$ cat src/shared/sdi_pkg.sv
`default_nettype none
package sdi_pkg;
    // =====================================================
    // datagram framing
    localparam int unsigned DG_BITS     = 40;
    localparam int unsigned DATA_BITS   = 32;
    localparam int unsigned ADDR_BITS   = 7;
    localparam int unsigned BYTE_BITS   = 8;
    localparam int unsigned WR_POS      = 39;
    localparam int unsigned ADDR_HI     = 38;
    localparam int unsigned ADDR_LO     = 32;
    localparam int unsigned DATA_HI     = 31;
    localparam int unsigned NREGS       = 128;
    localparam int unsigned CNT_BITS    = 6;
    // =====================================================
    // register access classes
    localparam logic [1:0] ACC_WO = 2'h0;
    localparam logic [1:0] ACC_RW = 2'h1;
    localparam logic [1:0] ACC_RO = 2'h2;
    // =====================================================
    // timing: host serial clock half period in system clocks
    localparam int unsigned CLK_HZ      = 20_000_000;
    localparam int unsigned SCK_NS      = 400;
    localparam int unsigned HALF_CYC    = (SCK_NS * (CLK_HZ / 1_000_000) / 1000) / 2;
    localparam int unsigned DIV_BITS    = 4;
    localparam int unsigned GAP_CYC     = 4;
    localparam logic [CNT_BITS-1:0] CNT_FULL = 6'h28;
    localparam logic [CNT_BITS-1:0] CNT_ZERO = 6'h00;
endpackage : sdi_pkg
`default_nettype wire

$ cat src/shared/sdi_if.sv
`default_nettype none
interface sdi_if;
    logic sck;
    logic mosi;
    logic miso;
    logic cs_n;
    modport device (input sck, input mosi, input cs_n, output miso);
    modport host   (output sck, output mosi, output cs_n, input miso);
endinterface : sdi_if
`default_nettype wire

$ cat src/hw/sdi_device.sv
// Functional notes
// every transaction is one 40-bit datagram
// host holds select low whole datagram
// address byte then four data bytes
// full 32 data bits always exchanged
// address byte: direction bit over 7-bit address
// top bit 0: read, data not stored
// top bit 1: write, store 32 bits
// status byte sent in address position
// write-only, read-write and read-only registers
// msb first, sample rising, shift falling
// select rise latches last 40 bits
// reply holds previous read or write data
// status latched at access end
// short datagram discarded, registers unchanged
`default_nettype none
module sdi_device (
    input  wire logic                      clk,
    input  wire logic                      rstn,
    sdi_if.device                          link,
    input  wire logic [sdi_pkg::BYTE_BITS-1:0] status_in,
    input  wire logic [sdi_pkg::DATA_BITS-1:0] ro_data,
    input  wire logic [sdi_pkg::ADDR_BITS-1:0] ro_lo,
    output logic [sdi_pkg::DATA_BITS-1:0]  reg_wdata,
    output logic [sdi_pkg::ADDR_BITS-1:0]  reg_addr,
    output logic                           reg_wr,
    output logic [sdi_pkg::ADDR_BITS-1:0]  rd_addr
);
    // =====================================================
    // pin synchronisers, three stages each
    logic [2:0] sck_s_q;
    logic [2:0] mosi_s_q;
    logic [2:0] cs_s_q;
    logic       sck_f_q;
    logic       cs_f_q;
    logic       sck_f_d;
    logic       cs_f_d;
    assign sck_f_d = (sck_s_q[1] == sck_s_q[2]) ? sck_s_q[2] : sck_f_q;
    assign cs_f_d  = (cs_s_q[1] == cs_s_q[2]) ? cs_s_q[2] : cs_f_q;
    always_ff @(posedge clk) begin
        if (!rstn) begin
            sck_s_q  <= 3'h7;
            mosi_s_q <= 3'h0;
            cs_s_q   <= 3'h7;
            sck_f_q  <= 1'b1;
            cs_f_q   <= 1'b1;
        end else begin
            sck_s_q  <= {sck_s_q[1:0], link.sck};
            mosi_s_q <= {mosi_s_q[1:0], link.mosi};
            cs_s_q   <= {cs_s_q[1:0], link.cs_n};
            sck_f_q  <= sck_f_d;
            cs_f_q   <= cs_f_d;
        end
    end
    // =====================================================
    // edge decode
    logic sck_rise;
    logic sck_fall;
    logic cs_rise;
    logic cs_fall;
    logic active;
    assign sck_rise = active && sck_f_d && !sck_f_q;
    assign sck_fall = active && !sck_f_d && sck_f_q;
    assign cs_rise  = cs_f_d && !cs_f_q;
    assign cs_fall  = !cs_f_d && cs_f_q;
    assign active   = !cs_f_q;
    // =====================================================
    // register storage and access classes
    logic [sdi_pkg::DATA_BITS-1:0] regs_q [sdi_pkg::NREGS];
    logic [1:0]                    acc_class [sdi_pkg::NREGS];
    genvar gi;
    generate
        for (gi = 0; gi < sdi_pkg::NREGS; gi++) begin : g_cls
            assign acc_class[gi] = (gi >= ro_lo) ? sdi_pkg::ACC_RO
                                 : (((gi % 2) == 1) ? sdi_pkg::ACC_RW : sdi_pkg::ACC_WO);
        end
    endgenerate
    // =====================================================
    // shift register and datagram state
    logic [sdi_pkg::DG_BITS-1:0]   sh_q;
    logic [sdi_pkg::DG_BITS-1:0]   out_q;
    logic [sdi_pkg::CNT_BITS-1:0]  cnt_q;
    logic [sdi_pkg::DATA_BITS-1:0] reply_q;
    logic [sdi_pkg::BYTE_BITS-1:0] stat_q;
    logic                          miso_q;
    logic                          cmd_ok;
    logic                          cmd_wr;
    logic [sdi_pkg::ADDR_BITS-1:0] cmd_addr;
    logic [sdi_pkg::DATA_BITS-1:0] cmd_data;
    logic [sdi_pkg::DATA_BITS-1:0] rd_word;
    logic [1:0]                    cmd_cls;
    assign cmd_ok   = cs_rise && (cnt_q == sdi_pkg::CNT_FULL);
    assign cmd_wr   = sh_q[sdi_pkg::WR_POS];
    assign cmd_addr = sh_q[sdi_pkg::ADDR_HI:sdi_pkg::ADDR_LO];
    assign cmd_data = sh_q[sdi_pkg::DATA_HI:0];
    assign cmd_cls  = acc_class[cmd_addr];
    assign rd_word  = (cmd_cls == sdi_pkg::ACC_RO) ? ro_data
                    : ((cmd_cls == sdi_pkg::ACC_RW) ? regs_q[cmd_addr] : '0);
    // shift in on rise, count saturating at a full datagram
    always_ff @(posedge clk) begin
        if (!rstn) begin
            sh_q  <= '0;
            cnt_q <= sdi_pkg::CNT_ZERO;
        end else if (cs_fall) begin
            cnt_q <= sdi_pkg::CNT_ZERO;
        end else if (sck_rise) begin
            sh_q <= {sh_q[sdi_pkg::DG_BITS-2:0], mosi_s_q[2]};
            if (cnt_q != sdi_pkg::CNT_FULL) begin
                cnt_q <= cnt_q + 6'h01;
            end
        end
    end
    // outgoing frame: status then reply; overflow bits delayed by 40
    always_ff @(posedge clk) begin
        if (!rstn) begin
            out_q  <= '0;
            miso_q <= 1'b0;
        end else if (cs_fall) begin
            out_q  <= {stat_q, reply_q};
            miso_q <= stat_q[sdi_pkg::BYTE_BITS-1];
        end else if (sck_rise) begin
            out_q <= {out_q[sdi_pkg::DG_BITS-2:0], mosi_s_q[2]};
        end else if (sck_fall) begin
            miso_q <= out_q[sdi_pkg::DG_BITS-1];
        end
    end
    // command latch on select release
    always_ff @(posedge clk) begin
        if (!rstn) begin
            reply_q   <= '0;
            stat_q    <= '0;
            reg_wr    <= 1'b0;
            reg_addr  <= '0;
            reg_wdata <= '0;
            rd_addr   <= '0;
        end else begin
            reg_wr <= 1'b0;
            if (cs_rise) begin
                stat_q <= status_in;
            end
            if (cmd_ok) begin
                reg_addr <= cmd_addr;
                if (cmd_wr) begin
                    reply_q   <= cmd_data;
                    reg_wdata <= cmd_data;
                    reg_wr    <= (cmd_cls != sdi_pkg::ACC_RO);
                end else begin
                    reply_q <= rd_word;
                    rd_addr <= cmd_addr;
                end
            end
        end
    end
    // writable register storage
    always_ff @(posedge clk) begin
        if (cmd_ok && cmd_wr && cmd_cls != sdi_pkg::ACC_RO) begin
            regs_q[cmd_addr] <= cmd_data;
        end
    end
    // link output
    assign link.miso = miso_q;
endmodule : sdi_device
`default_nettype wire

$ cat src/flat_wrapper.sv
// flat-port wrapper written by rule: the top's interface ports become plain ports
module sdi_device_flat 
  (clk, rstn, status_in, ro_data, ro_lo, reg_wdata, reg_addr, reg_wr, rd_addr, link_sck, link_mosi, link_cs_n, link_miso);
  sdi_if link_i ();
  input  wire logic clk;
  input  wire logic rstn;
  input  wire logic [sdi_pkg::BYTE_BITS-1:0] status_in;
  input  wire logic [sdi_pkg::DATA_BITS-1:0] ro_data;
  input  wire logic [sdi_pkg::ADDR_BITS-1:0] ro_lo;
  output logic [sdi_pkg::DATA_BITS-1:0] reg_wdata;
  output logic [sdi_pkg::ADDR_BITS-1:0] reg_addr;
  output logic reg_wr;
  output logic [sdi_pkg::ADDR_BITS-1:0] rd_addr;
  input wire logic [$bits(link_i.sck)-1:0] link_sck;
  input wire logic [$bits(link_i.mosi)-1:0] link_mosi;
  input wire logic [$bits(link_i.cs_n)-1:0] link_cs_n;
  output wire logic [$bits(link_i.miso)-1:0] link_miso;
  assign link_i.sck = link_sck;
  assign link_i.mosi = link_mosi;
  assign link_i.cs_n = link_cs_n;
  assign link_miso = link_i.miso;
  sdi_device u_core (.clk(clk), .rstn(rstn), .link(link_i), .status_in(status_in), .ro_data(ro_data), .ro_lo(ro_lo), .reg_wdata(reg_wdata), .reg_addr(reg_addr), .reg_wr(reg_wr), .rd_addr(rd_addr));
endmodule
$ cat config.mk
export PLATFORM = sky130hd
export DESIGN_NAME = sdi_device_flat
export DESIGN_NICKNAME = d
export VERILOG_FILES = /design/src/shared/sdi_pkg.sv /design/src/shared/sdi_if.sv /design/src/hw/sdi_device.sv /design/src/flat_wrapper.sv
export SDC_FILE = /design/constraint.sdc
export NUM_CORES = 2
export LEC_CHECK = 0
export BUFFER_PORTS_ARGS = -buffer_cell sky130_fd_sc_hd__buf_4
export CAP_MARGIN = 20
export CORE_MARGIN = 2
export CORE_UTILIZATION = 51
export CTS_CLUSTER_DIAMETER = 120
export DETAILED_ROUTE_END_ITERATION = 10
export HOLD_SLACK_MARGIN = 0.02
export MAX_ROUTING_LAYER = met4
export PLACE_DENSITY_LB_ADDON = 0.08
export SETUP_SLACK_MARGIN = 0.5
export SYNTH_ARGS = -nofsm -noshare
export SYNTH_HDL_FRONTEND = slang
export SYNTH_SLANG_ARGS = --single-unit
$ cat constraint.sdc
create_clock -name clk -period 15.5 [get_ports clk]
set_input_delay 2.325 -clock clk [delete_from_list [all_inputs] [get_ports clk]]
set_output_delay 2.325 -clock clk [all_outputs]
set_load 0.1 [all_outputs]
---- Word level (Yosys, flattened, before mapping) ----
Memories as Yosys holds them, arrays and structs flattened. A register that Yosys moved wholly into a read port is not among the register bits.
Index checks and enable logic that the tools add are counted.
cells by class
  $lt $le $gt $ge ......................... 128
  reductions and logical operators ........ 22
  mux-type cells .......................... 144
  add/subtract/negate cells ............... 1
  equal/unequal tests ..................... 8
  bitwise logic cells ..................... 4
operators by type and width
  kind                                                 count
  >= comparator 7 bit (first input constant)           63
  2-to-1 mux 2 bit                                     129
  >= comparator 6 x 7 -> 1 bit (first input constant)  32
  >= comparator 5 x 7 -> 1 bit (first input constant)  16
  2-to-1 mux 32 bit                                    3
  2-to-1 mux 40 bit                                    2
  >= comparator 4 x 7 -> 1 bit (first input constant)  8
  >= comparator 3 x 7 -> 1 bit (first input constant)  4
  binary-select mux 2 bit (select 7 bit)               1
  >= comparator 1 x 7 -> 1 bit (first input constant)  2
  >= comparator 2 x 7 -> 1 bit (first input constant)  2
  2-to-1 mux 7 bit                                     2
  AND reduction 2 bit                                  5
  logical AND 1 bit                                    9
  >= comparator 8 bit (second input constant)          1
  inverter 7 -> 8 bit                                  1
  2-to-1 mux 1 bit                                     7
  adder 6 x 1 -> 6 bit (second input constant)         1
  equality test 6 bit (second input constant)          1
  != test 6 bit (second input constant)                1
  logical NOT 1 bit                                    4
  != test 2 bit (second input constant)                2
  nonzero test 2 bit                                   2
  inverter 1 bit                                       3
  other kinds (5)                                      6
word-level totals
  RAM bits ................................ 4,096
  flip-flop bits (word level) ............. 185
  input bits .............................. 52
  memories kept ........................... 1
  logic and storage cells ................. 323
memories
  name           words  bits a word  rd ports  clocked after memory_dff  write ports  RTL line          text
  u_core.regs_q  128    32           1         1                         1            sdi_device.sv:69  logic [sdi_pkg::DATA_BITS-1:0] regs_q [sdi_pkg::NREGS];

---- Logic depth before layout (Yosys ltp) ----
  depth in word-level cells ............... 9
  mapped depth ............................ 14

---- Worst setup path after synthesis ----
OpenSTA, ideal clock, no wires.
  path type ............................... input to register
  start ................................... in ro_lo[4] (netlist name)
  end ..................................... mem u_core.regs_q[85][0] (netlist name), enable pin
  setup slack ............................. 8.407 ns
  arrival time ............................ 6.632 ns
  data required time ...................... 15.039 ns
  cell stages on the path ................. 12
  cell sequence ........................... buf_2 -> buf_6 -> and3_2 -> nand2_1 -> o31ai_1 -> nand4_1 -> or4_4 -> nor4_4 -> nand3_1 -> buf_4 -> buf_6 -> nor3_1
between the ends
  word-level cells in the longest chain between the ends .. 9
  elaborated cells between the ends (all ways) .. 261
  classes of those cells .................. order compare: 127; eq/ne: 1; mux: 132; reduce/logical: 1
ends and longest elaborated chain
  item                                                    RTL line           text
  from (decl)                                             flat_wrapper.sv:9  input wire logic [sdi_pkg::ADDR_BITS-1:0] ro_lo;
  >= comparator 7 bit, or another cell as far along       sdi_device.sv:74   assign acc_class[gi] = (gi >= ro_lo) ? sdi_pkg::ACC_RO
  2-to-1 mux 2 bit                                        sdi_device.sv:74
  binary-select mux 2 bit (select 7 bit) *                sdi_device.sv:96   assign cmd_cls = acc_class[cmd_addr];
  2-to-1 mux 2 bit (implied by the code) * (2 in series)  sdi_device.sv:96
  != test 2 bit *                                         sdi_device.sv:156  if (cmd_ok && cmd_wr && cmd_cls != sdi_pkg::ACC_RO) begin
  logical AND 1 bit *                                     sdi_device.sv:156
  2-to-1 mux 1 bit *                                      sdi_device.sv:156
  2-to-1 mux 1 bit (implied by the code) *                sdi_device.sv:157  regs_q[cmd_addr] <= cmd_data;
  to (decl)                                               sdi_device.sv:69
Every way passes the cells marked *; elsewhere a longest branch is shown, timed or not. The select of a mux whose other input is x is not followed.

---- Worst setup path in the final report ----
  start ................................... in ro_lo[1] (netlist name)
  end ..................................... mem u_core.regs_q[96][24] (netlist name), enable pin
The elaborated chain is that of the path after synthesis.

==> results_dict.tcl <==
set metrics [dict create \
    async_flop_share_pct 0 \
    syn_area_um2 166200 \
    gp_congestion 0.9328 \
    port-buffer-count 99 \
    chipHeight_um 574.8 \
    worstHoldStart "u_core.sck_s_q[0]$_SDFF_PN1_" \
    cts.sink_count 4288 \
    startpoint "ro_lo[1]" \
    antenna_found_initial 49 \
    synth_top_area_cell "edfxtp_1" \
    postCtsResizedCells 0 \
    finalCritPeriodShare_pct 46.45 \
    fin_nets 8963 \
    min_path_cells 1 \
    drv_slew 0 \
    hold_viol_final 0 \
    rsz0062_at_grt "no" \
    clock-root-buffer "clkbuf_16" \
    ctsLongestPathBuffers 4 \
    max_freq_mhz 138.9 \
    drc_errors 0 \
    ys_seq_elements 4288 \
    gr-total-overflow 0 \
    slew_headroom_pct 11.04 \
    die_x_um 574.8 \
    reg2reg_depth 12 \
    post_drt_via_cell_ratio 6.504 \
    crit_fanout 29 \
    power.density_nw_per_um2 122.2 \
    ir_drop_uv 93.48 \
    holdPathEnd "u_core.sck_s_q[1]$_SDFF_PN1_" \
    cts_buffers 437 \
    drive_gt1_share_pct 22.06 \
    routed_wirelength_um 513200 \
    synthFlopType "edfxtp_1" \
    antenna_left 0 \
    clk_pin_slew_worst_paths_ns 0.06 \
    cts-htree-levels 5 \
    hp-class "reg -> reg" \
    endpoint_kind "flop" \
    syn_inst 8544 \
    cts_setup_buffers 0 \
    arrival_ns 7.86 \
    synth_edf_count 4096 \
    rrSetupSlack_ns 8.89 \
    avgRoutedWirePerCell_um 37.68 \
    synthDistinctLibCells 87 \
    grt_usage_pct 31.74 \
    grt_pass1_vias 85466 \
    required_ns 16.16 \
    start_kind "input pin" \
    fp-row-count 209 \
    crit_type "in -> reg" \
    start_util_pct 51.24 \
    boundaryPins 100 \
    finalClockSkew_ns 0.05998 \
    cts_hold_buf 0 \
    cpMostUsedCell "buf_4" \
    maxCapViolCount 0 \
    worst_slew_pin_slew_ns 1.334 \
    syn_area_per_cell_um2 19.45 \
    drt_iter0_markers 13778 \
    period_minus_slack_ns 7.199 \
    grt_pass1_wl_um 701300 \
    whs_ns 0.4244 \
    routed-via-count 88605 \
    synthTopCellsByArea "edfxtp_1, mux4_2, mux2i_1" \
    status "complete, no violations" \
    tns_ns 0 \
    crit_slowest_cell "nor3_2" \
    power.leakage_nw 57.67 \
    ys_seq_area_share_pct 76.34 \
    core_um2 324300 \
    ys_warn_count 0 \
    setup_viol 0 \
    cts_tree "done" \
    cp_cell_sequence "buf_4, nor2b_1, a211oi_1, o21ai_0, a2111oi_0, or4_4, nor4_4, nand3_4, buf_4, buf_4, nor3_2, buf_4" \
    syn2layout_area_growth_pct 13.02 \
    synth_top_area_share_pct 74.02 \
    critPathMaxStageDelay_ns 0.90 \
    clock_latency_ns 1.00 \
    die-area_um2 330400 \
    hpwlAfterDp_um 317500 \
    grt_max_degree 121 \
    r2r_end "u_core.reply_q[18]$_SDFFE_PN0P_" \
    dr.pass1.iters 6 \
]
## registers in the layout, indices dropped and copies added, names as in the netlist, named ones only
name and flops:
u_core.sh_q 40, u_core.sck_f_q 1, u_core.sck_s_q 3, u_core.out_q 40, u_core.cs_f_q 1, u_core.stat_q 8
u_core.link.miso 1, u_core.reply_q 32, u_core.reg_wdata 32, u_core.mosi_s_q 3, u_core.reg_addr 7, u_core.reg_wr 1
u_core.regs_q 4096, u_core.cnt_q 6, u_core.cs_s_q 3, u_core.rd_addr 7
## routing by layer
metal  share of wire, %  vias up  global-route usage, %
met3                8.8      782                  5.280
met1                 39    47124                  43.14
met2                 47     4573                  48.36
li1                   -    36126                      -
met5                  0        -                      -
met4                4.6        0                  12.66
## placed cells by master (no fill, tap or decap), types with 37 or more instances in the layout
cell and n:
edfxtp_1 4096, mux4_2 715, mux2i_1 599, clkbuf_16 443, buf_4 438, nand2_1 406
a22oi_1 328, a21oi_1 251, a211oi_1 235, dfxtp_1 154, o21ai_0 147, nor2b_1 131
clkbuf_1 105, nor3_2 101, nand3_1 97, clkinv_1 96, clkinv_2 90, nor2_1 68
o22ai_1 56, nand4_1 51, mux2_2 45, bufinv_16 41, dfxtp_4 37
## power breakdown
part	total (mW)	leakage (nW)	switching, mW	internal (mW)
Sequential	12.5	39.5	0.00139	12.5
Clock	10.4	6.88	4.44	5.96
Combinational	0.0542	11.2	0.0382	0.0160
## through the flow
step / util [%] / power, mW / std cells / cell area, µm² / setup WS (ns)
4_1_cts: 57.88 / 23.07 / 13599 / 187700 / 8.342
6_report: 57.92 / 22.94 / 13623 / 187800 / 8.301
3_5_place_dp: 53.55 / 12.79 / 12785 / 173600 / 7.344
3_3_place_gp: 53.54 / 12.79 / 12779 / 173600 / 7.399
5_1_grt: 57.91 / 23.51 / 13614 / 187800 / 8.125
2_1_floorplan: - / 12.77 / 8575 / 166300 / 8.407
## worst max path at each step
stage	end	slack (ns)	cells after the start
6_report	u_core.regs_q[96][24]$_DFFE_PP_	8.30	12
5_1_grt	u_core.regs_q[96][10]$_DFFE_PP_	8.13	12
4_1_cts	u_core.regs_q[96][24]$_DFFE_PP_	8.34	12
3_5_place_dp	u_core.regs_q[96][25]$_DFFE_PP_	7.34	12
3_3_place_gp	u_core.regs_q[96][22]$_DFFE_PP_	7.40	12
2_1_floorplan	u_core.regs_q[85][0]$_DFFE_PP_	8.41	12
## cells in the mapped netlist, types with 51 or more instances
master	n
nor3_1	126
nor2b_1	134
mux4_2	715
o21ai_0	147
a211oi_1	236
o22ai_1	56
mux2i_1	599
buf_2	184
edfxtp_1	4096
clkbuf_1	274
a22oi_1	328
dfxtp_1	192
a21oi_1	251
nor2_1	70
nand3_1	100
nand4_1	51
nand2_1	408
buf_1	56
## cell families after synthesis
family	after synthesis	synth area share (%)
xor+xnor	4	0.02109
flops	4288	76.34
fa+ha+maj	4	0.02711
other cells	1	0.002257
mux	1359	13.60
compound gates	1283	5.303
buf+inv	583	1.605
simple gates	1022	3.102
## critical path: cells and delay by family
family          cells  cell delay, ns
compound gates      3            0.57
simple gates        5            3.08
buf+inv             4            1.73
## layout make-up
type                    instances  area (µm²)
well taps                    4325        5411
inverters                      16       65.06
multi-input cells            3704       37650
clock buffers                 554       11560
repair buffers                462        3608
diodes                         14       35.03
flip-flops and latches       4288      127000
clock inverters               260        2486
fillers                     24199      136500
Power figures use the tool's default switching activity.
